### src/pkg/mgm_defines.vh
// Constants for the magnetometer memory map and its bus slave.
// Assumes the includer adds the pkg folder to its include path.
//
// Notes on behaviour
// - Calibrated field 100 is top of linear range; it keeps rising to 255.
// - Writing 1 to the restore location reloads every calibration parameter.
// - Device is only a bus slave, up to 400 kHz; master starts every transfer.
// - Seven-bit slave address stays within 8 to 127; 0 to 7 are reserved.
// - Slave address is a stored parameter, rewritable over the bus.
// - Strap sampled at power-up: open or high gives 72, grounded gives 16.
// - Master writes an address byte; later reads return the byte there.
// - The active address stays unchanged across successive reads.
// - After power-up the active address is zero, the calibrated field.
// - Unimplemented reads give 0xff; unimplemented writes change nothing. The code also restores on 1 written to 0x07, which reads 0xff.
// - Decode regions 0x00-0x0f data, 0x20-0x2f parameters, 0x80-0x8f constants.
// - Location 0x01 gives the uncorrected reading as a wrapping byte.
// - Location 0x03 shows comparator state; any write clears a latched output. The code keeps it set while the field is above threshold.
// - Location 0x04 gives the strap voltage caught at power-up.
// - Hysteresis at 0x21 defaults to 10; 255 forces latching.
// - Pull-up enable at 0x2a defaults to 1; 0 disables the pull-ups.
// - Magnet profile at 0x2b defaults 0: none, 1 ferrite, 2 rare-earth.
// - Locations 0x80-0x85 hold date code, rightmost character lowest.
// - Inversion parameter set flips the digital output polarity.
// - Filter output is sample/m plus (m-1)/m of previous; m 0 or 1 bypasses.
// - Field is raw times (1+temp*coef/100000) over gain minus offset.
// - Temperature is raw times 100 over slope plus temperature offset.
`ifndef MGM_DEFINES_VH
`define MGM_DEFINES_VH

// Memory locations.
`define MGM_A_CAL       8'h00
`define MGM_A_RAW       8'h01
`define MGM_A_TEMP      8'h02
`define MGM_A_CMP       8'h03
`define MGM_A_STRAPV    8'h04
`define MGM_A_RESTORE   8'h05
`define MGM_A_RESTORE2  8'h07
`define MGM_A_THR       8'h20
`define MGM_A_HYST      8'h21
`define MGM_A_INV       8'h22
`define MGM_A_FOFS      8'h23
`define MGM_A_FGAIN     8'h24
`define MGM_A_TCO       8'h25
`define MGM_A_TOFS      8'h26
`define MGM_A_TGAIN     8'h27
`define MGM_A_BUSADDR   8'h28
`define MGM_A_FILT      8'h29
`define MGM_A_PULL      8'h2a
`define MGM_A_PROF      8'h2b
`define MGM_A_LOT       8'h80
`define MGM_A_LOT_LAST  8'h85

// Factory values of the stored parameters.
`define MGM_D_THR       8'h64
`define MGM_D_HYST      8'h0a
`define MGM_D_INV       8'h00
`define MGM_D_FOFS      8'h00
`define MGM_D_FGAIN     8'h64
`define MGM_D_TCO       8'h64
`define MGM_D_TOFS      8'h00
`define MGM_D_TGAIN     8'h64
`define MGM_D_FILT      8'h01
`define MGM_D_PULL      8'h01
`define MGM_D_PROF      8'h00
`define MGM_NV_N        11

// Slave addresses and special values.
`define MGM_ADDR_OPEN   7'h48
`define MGM_ADDR_GND    7'h10
`define MGM_ADDR_MIN    7'h08
`define MGM_UNMAPPED    8'hff
`define MGM_LATCH_HYST  8'hff
`define MGM_RESTORE_VAL 8'h01
`define MGM_PROF_MAX    8'h02
`define MGM_FULL_BYTE   8'hff
`define MGM_PCT         100
`define MGM_PCT_W       16'd100
`define MGM_TC_SCALE    100000

`endif

### src/design/mgm_mem_map.v
// Memory map, bus slave, calibration and comparator of the magnetometer.
// Assumes bus pins and ADC samples are synchronous to core_clk, and that
// the bus clock is far slower than core_clk so each edge is seen once.
`timescale 1ns/10ps
`include "mgm_defines.vh"
module mgm_mem_map #(
  parameter [7:0]  FERRITE_TC = 8'h14,          // Extra coefficient.
  parameter [7:0]  RARE_TC    = 8'h0c,          // Extra coefficient.
  parameter [47:0] LOT_CODE   = 48'h303030303030 // Arbitrary value.
) (
  input  wire       core_clk,     // System clock, 25 MHz.
  input  wire       rstn,         // Asynchronous reset, active low.
  input  wire       scl_i,        // Bus clock level.
  output reg        scl_o,        // Bus clock drive value, always low.
  output reg        scl_oe,       // Bus clock drive enable, never set.
  input  wire       sda_i,        // Bus data level.
  output reg        sda_o,        // Bus data drive value, always low.
  output reg        sda_oe,       // High while pulling data low.
  input  wire       strap_pin,    // Strap level, 1 when open or high.
  input  wire [7:0] strap_level,  // Strap voltage from the ADC.
  input  wire       sample_stb,   // New ADC samples are valid.
  input  wire [7:0] adc_field,    // Bridge sample.
  input  wire [7:0] adc_temp,     // Raw temperature, signed.
  output reg        cmp_out,      // Digital comparator output.
  output reg        pullup_en     // Enables internal bus pull-ups.
);

  localparam [2:0] ST_IDLE = 3'h0;
  localparam [2:0] ST_ADDR = 3'h1;
  localparam [2:0] ST_AACK = 3'h2;
  localparam [2:0] ST_WR   = 3'h3;
  localparam [2:0] ST_WACK = 3'h4;
  localparam [2:0] ST_RD   = 3'h5;
  localparam [2:0] ST_MACK = 3'h6;

  // Index of each stored parameter in the packed vectors below.
  localparam IX_THR   = 0;
  localparam IX_HYST  = 1;
  localparam IX_INV   = 2;
  localparam IX_FOFS  = 3;
  localparam IX_FGAIN = 4;
  localparam IX_TCO   = 5;
  localparam IX_TOFS  = 6;
  localparam IX_TGAIN = 7;
  localparam IX_FILT  = 8;
  localparam IX_PULL  = 9;
  localparam IX_PROF  = 10;

  localparam [8*`MGM_NV_N-1:0] NV_OFS = {
    `MGM_A_PROF, `MGM_A_PULL, `MGM_A_FILT, `MGM_A_TGAIN, `MGM_A_TOFS,
    `MGM_A_TCO, `MGM_A_FGAIN, `MGM_A_FOFS, `MGM_A_INV, `MGM_A_HYST,
    `MGM_A_THR};
  localparam [8*`MGM_NV_N-1:0] NV_DEF = {
    `MGM_D_PROF, `MGM_D_PULL, `MGM_D_FILT, `MGM_D_TGAIN, `MGM_D_TOFS,
    `MGM_D_TCO, `MGM_D_FGAIN, `MGM_D_FOFS, `MGM_D_INV, `MGM_D_HYST,
    `MGM_D_THR};

  reg         scl_q;
  reg         sda_q;
  reg  [2:0]  st_q;
  reg  [3:0]  cnt_q;
  reg  [7:0]  sh_q;
  reg  [7:0]  tx_q;
  reg         rw_q;
  reg         ph_q;
  reg         nack_q;
  reg  [7:0]  ptr_q;
  reg         wr_stb_q;
  reg  [7:0]  wr_dat_q;
  reg         init_q;
  reg         strap_q;
  reg  [7:0]  strapv_q;
  reg  [6:0]  busa_q;
  reg  [7:0]  raw_q;
  reg  [7:0]  traw_q;
  reg  [7:0]  filt_q;
  reg  [7:0]  temp_q;
  reg  [7:0]  cal_q;
  reg         cmp_q;
  reg  [7:0]  rd_byte;
  reg  [7:0]  filt_d;
  reg  [15:0] filt_w;
  reg  [7:0]  temp_d;
  reg  [7:0]  cal_d;
  reg         cmp_d;
  integer     i;

  wire [8*`MGM_NV_N-1:0] nv_val;
  wire [7:0] thr   = nv_val[8*IX_THR   +: 8];
  wire [7:0] hyst  = nv_val[8*IX_HYST  +: 8];
  wire [7:0] inv   = nv_val[8*IX_INV   +: 8];
  wire [7:0] fofs  = nv_val[8*IX_FOFS  +: 8];
  wire [7:0] fgain = nv_val[8*IX_FGAIN +: 8];
  wire [7:0] tco   = nv_val[8*IX_TCO   +: 8];
  wire [7:0] tofs  = nv_val[8*IX_TOFS  +: 8];
  wire [7:0] tgain = nv_val[8*IX_TGAIN +: 8];
  wire [7:0] fm    = nv_val[8*IX_FILT  +: 8];
  wire [7:0] pull  = nv_val[8*IX_PULL  +: 8];
  wire [7:0] prof  = nv_val[8*IX_PROF  +: 8];

  // Bus conditions, seen against the previous pin levels.
  wire rise  = ~scl_q & scl_i;
  wire fall  = scl_q & ~scl_i;
  wire start = scl_q & scl_i & sda_q & ~sda_i;
  wire stop  = scl_q & scl_i & ~sda_q & sda_i;

  wire wr_hit_cmp = wr_stb_q & (ptr_q == `MGM_A_CMP);
  wire restore = wr_stb_q & (wr_dat_q == `MGM_RESTORE_VAL) &
                 ((ptr_q == `MGM_A_RESTORE) |
                  (ptr_q == `MGM_A_RESTORE2));

  // Stored parameters; a write lands only on its own location.
  genvar g;
  generate
    for (g = 0; g < `MGM_NV_N; g = g + 1) begin : g_nv
      wire [7:0] ofs = NV_OFS[8*g +: 8];
      wire bad_thr  = (ofs == `MGM_A_THR) & (wr_dat_q == 8'h00);
      wire bad_prof = (ofs == `MGM_A_PROF) &
                      (wr_dat_q > `MGM_PROF_MAX);
      mgm_nv_byte #(
        .DEFAULT (NV_DEF[8*g +: 8])
      ) u_nv (
        .core_clk (core_clk),
        .rstn     (rstn),
        .wr_en    (wr_stb_q & (ptr_q == ofs) & ~bad_thr & ~bad_prof),
        .restore  (restore),
        .wr_data  (wr_dat_q),
        .value_q  (nv_val[8*g +: 8])
      );
    end
  endgenerate

  // Read mux over the three regions; anything else reads as all ones.
  always @* begin
    rd_byte = `MGM_UNMAPPED;
    case (ptr_q)
      `MGM_A_CAL:     rd_byte = cal_q;
      `MGM_A_RAW:     rd_byte = raw_q;
      `MGM_A_TEMP:    rd_byte = temp_q;
      `MGM_A_CMP:     rd_byte = {7'h00, cmp_q};
      `MGM_A_STRAPV:  rd_byte = strapv_q;
      `MGM_A_RESTORE: rd_byte = 8'h00;
      `MGM_A_BUSADDR: rd_byte = {1'b0, busa_q};
      default:        rd_byte = `MGM_UNMAPPED;
    endcase
    for (i = 0; i < `MGM_NV_N; i = i + 1) begin
      if (ptr_q == NV_OFS[8*i +: 8]) begin
        rd_byte = nv_val[8*i +: 8];
      end
    end
    if ((ptr_q >= `MGM_A_LOT) && (ptr_q <= `MGM_A_LOT_LAST)) begin
      rd_byte = LOT_CODE[{ptr_q[2:0], 3'b000} +: 8];
    end
  end

  // Bus slave. It never drives the clock and only answers a master.
  always @(posedge core_clk or negedge rstn) begin
    if (!rstn) begin
      scl_q    <= 1'b1;
      sda_q    <= 1'b1;
      st_q     <= ST_IDLE;
      cnt_q    <= 4'h0;
      sh_q     <= 8'h00;
      tx_q     <= 8'h00;
      rw_q     <= 1'b0;
      ph_q     <= 1'b0;
      nack_q   <= 1'b1;
      ptr_q    <= `MGM_A_CAL;
      wr_stb_q <= 1'b0;
      wr_dat_q <= 8'h00;
      sda_oe   <= 1'b0;
    end else begin
      scl_q    <= scl_i;
      sda_q    <= sda_i;
      wr_stb_q <= 1'b0;
      if (start) begin
        st_q   <= ST_ADDR;
        cnt_q  <= 4'h0;
        sda_oe <= 1'b0;
      end else if (stop) begin
        st_q   <= ST_IDLE;
        sda_oe <= 1'b0;
      end else begin
        case (st_q)
          ST_ADDR, ST_WR: begin
            if (rise) begin
              sh_q  <= {sh_q[6:0], sda_i};
              cnt_q <= cnt_q + 4'h1;
            end else if (fall && (cnt_q == 4'h8)) begin
              if (st_q == ST_ADDR) begin
                if (sh_q[7:1] == busa_q) begin
                  sda_oe <= 1'b1;
                  rw_q   <= sh_q[0];
                  ph_q   <= 1'b0;
                  st_q   <= ST_AACK;
                end else begin
                  st_q <= ST_IDLE;
                end
              end else begin
                sda_oe <= 1'b1;
                st_q   <= ST_WACK;
                ph_q   <= ~ph_q;
                if (!ph_q) begin
                  ptr_q <= sh_q;
                end else begin
                  wr_stb_q <= 1'b1;
                  wr_dat_q <= sh_q;
                end
              end
            end
          end
          ST_AACK, ST_WACK: begin
            if (fall) begin
              cnt_q <= 4'h0;
              if ((st_q == ST_AACK) && rw_q) begin
                tx_q   <= rd_byte;
                sda_oe <= ~rd_byte[7];
                st_q   <= ST_RD;
              end else begin
                sda_oe <= 1'b0;
                st_q   <= ST_WR;
              end
            end
          end
          ST_RD: begin
            if (rise) begin
              cnt_q <= cnt_q + 4'h1;
            end else if (fall) begin
              if (cnt_q == 4'h8) begin
                sda_oe <= 1'b0;
                st_q   <= ST_MACK;
              end else begin
                tx_q   <= {tx_q[6:0], 1'b1};
                sda_oe <= ~tx_q[6];
              end
            end
          end
          ST_MACK: begin
            if (rise) begin
              nack_q <= sda_i;
            end else if (fall) begin
              if (nack_q) begin
                st_q <= ST_IDLE;
              end else begin
                // The pointer is left alone, so the same byte repeats.
                tx_q   <= rd_byte;
                sda_oe <= ~rd_byte[7];
                cnt_q  <= 4'h0;
                st_q   <= ST_RD;
              end
            end
          end
          default: st_q <= ST_IDLE;
        endcase
      end
    end
  end

  // Strap capture on the first edge after reset, plus the slave address.
  always @(posedge core_clk or negedge rstn) begin
    if (!rstn) begin
      init_q   <= 1'b0;
      strap_q  <= 1'b1;
      strapv_q <= `MGM_FULL_BYTE;
      busa_q   <= `MGM_ADDR_OPEN;
    end else if (!init_q) begin
      init_q   <= 1'b1;
      strap_q  <= strap_pin;
      strapv_q <= strap_level;
      busa_q   <= strap_pin ? `MGM_ADDR_OPEN : `MGM_ADDR_GND;
    end else if (restore) begin
      busa_q   <= strap_q ? `MGM_ADDR_OPEN : `MGM_ADDR_GND;
    end else if (wr_stb_q && (ptr_q == `MGM_A_BUSADDR) &&
                 !wr_dat_q[7] &&
                 (wr_dat_q[6:0] >= `MGM_ADDR_MIN)) begin
      busa_q   <= wr_dat_q[6:0];
    end
  end

  // Running average; the divide is combinational, which is why a new
  // sample is only taken on the strobe and never every cycle.
  always @* begin
    filt_w = ({8'h00, adc_field} +
              ({8'h00, fm - 8'h01} * {8'h00, filt_q})) /
             {8'h00, fm};
    if (fm <= 8'h01) begin
      filt_d = adc_field;
    end else begin
      filt_d = filt_w[7:0];
    end
  end

  // Temperature correction, clamped to the signed byte range.
  reg signed [15:0] t_s;
  always @* begin
    t_s = ($signed({{8{traw_q[7]}}, traw_q}) * $signed(`MGM_PCT_W)) /
          $signed({8'h00, (tgain == 8'h00) ? 8'h64 : tgain}) +
          $signed({{8{tofs[7]}}, tofs});
    if (t_s > 16'sd127) begin
      temp_d = 8'h7f;
    end else if (t_s < -16'sd128) begin
      temp_d = 8'h80;
    end else begin
      temp_d = t_s[7:0];
    end
  end

  // Field correction. Magnet profiles add to the coefficient; gain is a
  // percentage, so the result is scaled by 100 over the gain.
  reg        [9:0]  tc_eff;
  reg signed [39:0] num_s;
  reg signed [39:0] den_s;
  reg signed [39:0] cal_s;
  always @* begin
    case (prof)
      8'h01:   tc_eff = {2'b00, tco} + {2'b00, FERRITE_TC};
      8'h02:   tc_eff = {2'b00, tco} + {2'b00, RARE_TC};
      default: tc_eff = {2'b00, tco};
    endcase
    num_s = $signed({32'h0, filt_q}) * `MGM_PCT *
            ($signed(40'sd100000) +
             $signed({{32{temp_q[7]}}, temp_q}) *
             $signed({30'h0, tc_eff}));
    den_s = $signed(40'sd100000) *
            $signed({32'h0, (fgain == 8'h00) ? 8'h01 : fgain});
    cal_s = num_s / den_s - $signed({{32{fofs[7]}}, fofs});
    if (cal_s < 40'sd0) begin
      cal_d = 8'h00;
    end else if (cal_s > 40'sd255) begin
      cal_d = `MGM_FULL_BYTE;
    end else begin
      cal_d = cal_s[7:0];
    end
  end

  // Comparator with hysteresis; a rising field beats a clearing write.
  wire       latch_mode = (hyst == `MGM_LATCH_HYST) | (hyst >= thr);
  wire [7:0] lo_lim     = thr - hyst;
  always @* begin
    if (cal_q > thr) begin
      cmp_d = 1'b1;
    end else if (wr_hit_cmp) begin
      cmp_d = 1'b0;
    end else if (!latch_mode && (cal_q < lo_lim)) begin
      cmp_d = 1'b0;
    end else begin
      cmp_d = cmp_q;
    end
  end

  // Measurement registers and the pin-side outputs.
  always @(posedge core_clk or negedge rstn) begin
    if (!rstn) begin
      raw_q     <= 8'h00;
      traw_q    <= 8'h00;
      filt_q    <= 8'h00;
      temp_q    <= 8'h00;
      cal_q     <= 8'h00;
      cmp_q     <= 1'b0;
      cmp_out   <= 1'b0;
      pullup_en <= 1'b1;
      sda_o     <= 1'b0;
      scl_o     <= 1'b0;
      scl_oe    <= 1'b0;
    end else begin
      if (sample_stb) begin
        raw_q  <= adc_field;
        traw_q <= adc_temp;
        filt_q <= filt_d;
      end
      temp_q    <= temp_d;
      cal_q     <= cal_d;
      cmp_q     <= cmp_d;
      cmp_out   <= cmp_q ^ inv[0];
      pullup_en <= pull[0];
      sda_o     <= 1'b0;
      scl_o     <= 1'b0;
      scl_oe    <= 1'b0;
    end
  end

endmodule // mgm_mem_map

### src/design/mgm_nv_byte.v
// One stored calibration byte with factory restore.
// Assumes writes and restore are single-cycle strobes from the core clock.
`timescale 1ns/10ps
module mgm_nv_byte #(
  parameter [7:0] DEFAULT = 8'h00     // Factory value.
) (
  input  wire       core_clk,         // System clock.
  input  wire       rstn,             // Asynchronous reset, active low.
  input  wire       wr_en,            // Store wr_data this cycle.
  input  wire       restore,          // Reload the factory value.
  input  wire [7:0] wr_data,          // Byte from the bus.
  output reg  [7:0] value_q           // Current parameter value.
);

  // Restore and a write never coincide, both come from one bus write.
  always @(posedge core_clk or negedge rstn) begin
    if (!rstn) begin
      value_q <= DEFAULT;
    end else if (restore) begin
      value_q <= DEFAULT;
    end else if (wr_en) begin
      value_q <= wr_data;
    end
  end

endmodule // mgm_nv_byte

### config.mk
export PLATFORM = sky130hd
export DESIGN_NAME = mgm_mem_map
export DESIGN_NICKNAME = d
export VERILOG_FILES = /design/src/design/mgm_mem_map.v /design/src/design/mgm_nv_byte.v
export VERILOG_INCLUDE_DIRS = /design/src /design/src/pkg
export SDC_FILE = /design/constraint.sdc
export NUM_CORES = 2
export LEC_CHECK = 0
export BUFFER_PORTS_ARGS = -buffer_cell sky130_fd_sc_hd__buf_2
export CORE_UTILIZATION = 55
export CTS_CLUSTER_DIAMETER = 60
export CTS_CLUSTER_SIZE = 20
export DETAILED_ROUTE_END_ITERATION = 8
export MAX_ROUTING_LAYER = met4
export PLACE_DENSITY = 0.71
export SLEW_MARGIN = 20
export SYNTH_ARGS = -nofsm -noshare
export SYNTH_HDL_FRONTEND = slang
export SYNTH_SLANG_ARGS = --single-unit
export TNS_END_PERCENT = 50
### constraint.sdc
create_clock -name core_clk -period 230 [get_ports core_clk]
set_input_delay 23 -clock core_clk [delete_from_list [all_inputs] [get_ports core_clk]]
set_output_delay 23 -clock core_clk [all_outputs]
set_load 0.05 [all_outputs]
Yosys cells after proc, flatten, opt, wreduce, memory -nomap -nowiden
Index checks and enable logic that the tools add are counted.
W data, S select, Z words.
{ "totals": {"ff_bits": 193, "in_bits": 30, "out_inout_bits": 6} }
{ "classes": {"addsub": 9, "multipliers": 6, "div": 3, "order_cmp": 12, "eq_ne": 56, "shifts": 1, "muxes": 107, "bitwise": 39, "reduce_logical": 41} }
{ "op_table": {"columns": ["cell", "count"], "rows": [
  ["$mux W8", 41],
  ["$eq A8 B6 Y1 const B", 12],
  ["$mux W7", 13],
  ["$pmux W8 S7", 1],
  ["$shiftx A48 B7 Y8 const A", 1],
  ["$div A40 B40 Y40", 1],
  ["$gt A40 B9 Y1 const B", 1],
  ["$lt A40 B1 Y1 const B", 1],
  ["$sub A40 B8 Y40", 1],
  ["$mux W3", 13],
  ["$ne A4 B4 Y1 const B", 9],
  ["$mul A14 B19 Y33", 1],
  ["$logic_not A8 Y1", 4],
  ["$mux W4", 7],
  ["$reduce_and A7 Y1", 4],
  ["$mux W1", 26],
  ["$eq A8 B1 Y1 const B", 3],
  ["$eq A8 B2 Y1 const B", 3],
  ["$eq A8 B3 Y1 const B", 3],
  ["$and A1 B1 Y1", 23],
  ["$reduce_bool A2 Y1", 11],
  ["$pmux W7 S3", 1],
  ["$mul A12 B8 Y20 const A", 1],
  ["$add A18 B18 Y19 const A", 1],
  ["other kinds (54)", 92]
]} }

Longest topological paths before layout
{ "depth": {"ltp_word": 21, "ltp_mapped": 637} }

Cells and area by module
A second synthesis with hierarchy kept.
{ "hier_totals": {"hier_cells": 9618, "area_unflattened_um2": 72373.2} }
{ "modules_own_cells": {"columns": ["module", "instances", "cells_each", "area_each_um2"], "rows": [
  ["mgm_mem_map", 1, 9332, 68719.7],
  ["mgm_nv_byte (g_nv[0].u_nv ...)", 4, 26, 339.1],
  ["mgm_nv_byte (g_nv[10].u_nv ...)", 4, 26, 325.3],
  ["mgm_nv_byte (g_nv[8].u_nv ...)", 2, 26, 330.3],
  ["mgm_nv_byte (g_nv[1].u_nv)", 1, 26, 335.3]
]} }

Worst setup path before layout
OpenSTA, ideal clock, no wires.
{ "synth_path": {"path_type": "register to register", "from": "register g_nv[10].u_nv.value_q[5]", "to": "register cal_q[0]", "setup_ns": 0.129, "arrival_ns": 120.865, "required_ns": 229.871, "slack_ns": 109.006, "stages_incl_launch_ff": 607, "path_buffers": 61, "synth_period_minus_slack_ns": 120.994, "path_cell_list": "dfrtp_1 or4_1 nor3_1 nand3b_1 inv_1 ha_1 a21o_1 a21oi_1 nor2_1 and3_1 xor2_1 nand2_1 fa_1 fa_1 inv_1 fa_1 fa_1 fa_1 (+571 left out) a21oi_1 o21ai_0 a21boi_0 o21ai_0 a21oi_1 o21ai_0 a21boi_0 o21ai_0 a21boi_0 o21ai_0 a21oi_1 o21a_1 mux2i_1 nand2_1 and3_1 buf_1 o31ai_1 nand3_1"} }
{ "synth_via": {"elab_chain_len": 10, "elab_cells_between_ends": 12, "cone_classes": "add/sub: 2; mul: 2; div: 1; order compare: 2; eq/ne: 2; mux: 3"} }
{ "synth_lines": {"columns": ["element", "line_no", "rtl"], "rows": [
  ["start: declaration", "mgm_nv_byte.v:12", "output reg [7:0] value_q"],
  ["start signal: assignment", "mgm_nv_byte.v:22", "value_q <= wr_data;"],
  ["$eq A8 B2 Y1 / $eq A8 B1 Y1 (equally long branches)", "mgm_mem_map.v:315", "case (prof)"],
  ["$pmux W9 S2 (*)", "mgm_mem_map.v:315", null],
  ["$mul A8 B10 Y18 (*)", "mgm_mem_map.v:322", "$signed({{32{temp_q[7]}}, temp_q}) *"],
  ["$add A18 B18 Y19 (*)", "mgm_mem_map.v:321", "($signed(40'sd100000) +"],
  ["$mul A14 B19 Y33 (*)", "mgm_mem_map.v:320", "num_s = $signed({32'h0, filt_q}) * `MGM_PCT *"],
  ["$div A40 B40 Y40 (*)", "mgm_mem_map.v:326", "cal_s = num_s / den_s - $signed({{32{fofs[7]}}, fofs});"],
  ["$sub A40 B8 Y40 (*)", "mgm_mem_map.v:326", null],
  ["$gt A40 B9 Y1", "mgm_mem_map.v:329", "end else if (cal_s > 40'sd255) begin"],
  ["$mux W8", "mgm_mem_map.v:329", null],
  ["$mux W8 (*)", "mgm_mem_map.v:327", "if (cal_s < 40'sd0) begin"],
  ["named net cal_d[0]", "mgm_mem_map.v:84", "reg [7:0] cal_d;"],
  ["end signal: assignment", "mgm_mem_map.v:372", "cal_q <= cal_d;"],
  ["end: declaration", "mgm_mem_map.v:78", "reg [7:0] cal_q;"]
]} }
Mark *: on every way through the listed nets, which the timed path passes. The rest lies on a longest branch.
A chain may end at the register's enable or synchronous reset.

Final worst setup path
{ "layout_path": {"from": "register g_nv[10].u_nv.value_q[5]", "to": "register cal_q[4]"} }
Same word-level chain as after synthesis.

==> results_dict.tcl <==
set metrics [dict create \
    cts_buffers 17 \
    drtIter0Drc 6761 \
    grt_overflow 0 \
    cts_tree "yes" \
    final_cells 11100 \
    finalCritPeriodShare_pct 58.7 \
    grt_pass1_vias 68100 \
    coreArea_sq_um 128000 \
    cp-start-kind "flip-flop" \
    worst_slack_ns 94.91 \
    finalSetupViolCount 0 \
    syn_area_per_cell_sq_um 7.54 \
    max_freq_ghz 0.00740 \
    cp_common_cell "o21a_1" \
    dp_slack_ns 96.92 \
    crit_type "reg2reg" \
    finalMaxSlewViolations 0 \
    cp_max_fo 43 \
    cts_root_buf "clkbuf_16" \
    clock_path_buffers 2 \
    slowest_delay_ns 0.78 \
    holdCritStartpoint "g_nv[9].u_nv.value_q[0]" \
    synthTopCellsByCount "ha_1, nand2_1, nor2_1" \
    dieArea_sq_um 132000 \
    ys.flop_type "dfrtp_1" \
    fin_util_pct 58.0 \
    r2r-start "g_nv[10].u_nv.value_q[5]" \
    fin_crit_ns 135.09 \
    wl_per_cell_um 21.5 \
    start_util_pct 55.7 \
    cp-startpoint "g_nv[10].u_nv.value_q[5]" \
    clkSinkCount 193 \
    cp.arrival_ns 135.45 \
    hold_buffers 0 \
    synth_edf_count 0 \
    cap_violations 0 \
    clkLatencyLatePin_ns 0.49 \
    tns_ns 0 \
    synth.most_common_cell "ha_1" \
    viasPerCell 6.43 \
    hp-class "reg2reg" \
    antenna_found_initial 22 \
    rsz0062_at_grt "no" \
    vias 71500 \
    synth.area.top_cells "ha_1, fa_1, dfrtp_1" \
    area_growth_pct 4.12 \
    synth-seq-area-share_pct 6.80 \
    ys_types 136 \
    drt_wl_total_um 239000 \
    final_nets 10800 \
    syn_area_sq_um 71500 \
    cp_slowest_cell "o311ai_0" \
    boundaryPins 36 \
    grt_max_degree 95 \
    worstPathRequired_ns 230.36 \
    drtAntennaViolNets 0 \
    synthArstFlopShare_pct 100 \
    outcome "completed" \
    die_h_um 363 \
    grt_first_pass_wirelength_um 376000 \
    grt_use_total_pct 36.7 \
    gp_congestion 1.05 \
    hold_viol 0 \
    core.rowCount 131 \
    portBuffers 32 \
    path_clk_slew_ns 0.09 \
    synth_seq_cells 193 \
    drive_gt1_share_pct 6.94 \
    drc_errors 0 \
    synth_warnings 0 \
    slew_headroom_pct 21.5 \
    synthCells 9483 \
    worst_pin_slew_ns 1.17 \
    cts.htree.levels 4 \
    dp_cells 11100 \
    post_cts_resized 0 \
    dp_hpwl_um 193000 \
    n_fill_cell 12100 \
    yosysTopAreaCell "ha_1" \
    cts_setup_buffers 0 \
    crit_path_end_kind "flip-flop" \
    clock_skew_ns 0.0263 \
    synth_top_area_share_pct 18.9 \
    die_w_um 363 \
    first_pass_iters 7 \
]
==> logic make-up (layout without fill, tap and decap cells) <==
| family | Yosys count | after routing | synth area share [%] |
|---|---|---|---|
| buffers and inverters | 1049 | 945 | 5.57 |
| multiplexers | 293 | 293 | 4.57 |
| other | 2 | 20 | 0.0105 |
| AO/OA/AOI/OAI | 2595 | 2595 | 24.8 |
| flip-flops | 193 | 193 | 6.80 |
| adder cells (fa/ha/maj) | 1430 | 1430 | 28.7 |
| XOR/XNOR | 553 | 553 | 6.84 |
| AND/OR/NAND/NOR | 3368 | 3368 | 22.7 |
==> flip-flops by register name, indices dropped and copies added, names as in the netlist, 3 cells and up <==
signal / cells
temp_q: 8
ptr_q: 8
busa_q: 7
strapv_q: 8
wr_dat_q: 8
st_q: 3
cal_q: 8
sh_q: 8
raw_q: 8
tx_q: 7
g_nv.u_nv.value_q: 88
cnt_q: 4
traw_q: 8
filt_q: 8
==> layout by cell type (no fill, tap or decap), types with 167 or more instances in the layout <==
master,count
o31ai_1,278
o21ai_0,418
nand2_1,971
xor2_1,188
xnor2_1,358
ha_1,1080
nand3_1,203
fa_1,348
inv_1,750
a21o_1,184
mux2_2,205
nor2_1,780
nor3_1,426
and2_1,167
a21oi_1,520
o21a_1,387
==> routing by layer <==
metal | vias up | track usage, % | part of all wire [%]
li1 | 34100 | - | -
met1 | 34300 | 47.9 | 43
met2 | 2638 | 58.4 | 45
met3 | 525 | 4.16 | 7.6
met4 | 0 | 13.1 | 3.9
met5 | - | - | 0
==> layout make-up <==
type,count,area (sq um),area share [%]
inverter,759,2850,3.82
sequential,193,4870,6.54
clock buffer,17,425,0.571
antenna,10,25.0,0.0336
clock inverter,15,186,0.250
timing repair buffer,154,1080,1.46
multi-input combinational,8249,62900,84.4
tap,1729,2160,2.90
==> worst max-delay path: cells and delay by family, from the launching register on <==
kind            cells  cell delay [ns]
flops               1             0.39
fa+ha+maj          46            16.36
xor+xnor            3             1.27
mux                 3             1.04
compound gates    347            77.15
buf+inv            27             4.70
simple gates      140            33.83
==> per-stage QoR <==
step / area (sq um) / hold WS [ns]
6_report: 74500 / 0.464
3_5_place_dp: 73800 / 0.464
5_1_grt: 74500 / 0.464
4_1_cts: 74400 / 0.461
2_1_floorplan: 71600 / 0.359
3_3_place_gp: 73800 / 0.462
==> path summary, 6_finish.rpt <==
path	end	slack (ns)	depth (start not counted)
max in group asynchronous	g_nv[6].u_nv.value_q[3]	206.06	2
min in group asynchronous	cal_q[1]	22.62	1
worst min register to register	pullup_en	0.46	0
worst max register to register	cal_q[4]	94.91	566
worst min-delay path	pullup_en	0.46	0
worst max-delay path	cal_q[4]	94.91	566
Power is left out: the tool's default activity adds up to more than one toggle a clock period on the data nets, which glitch-free logic cannot reach.
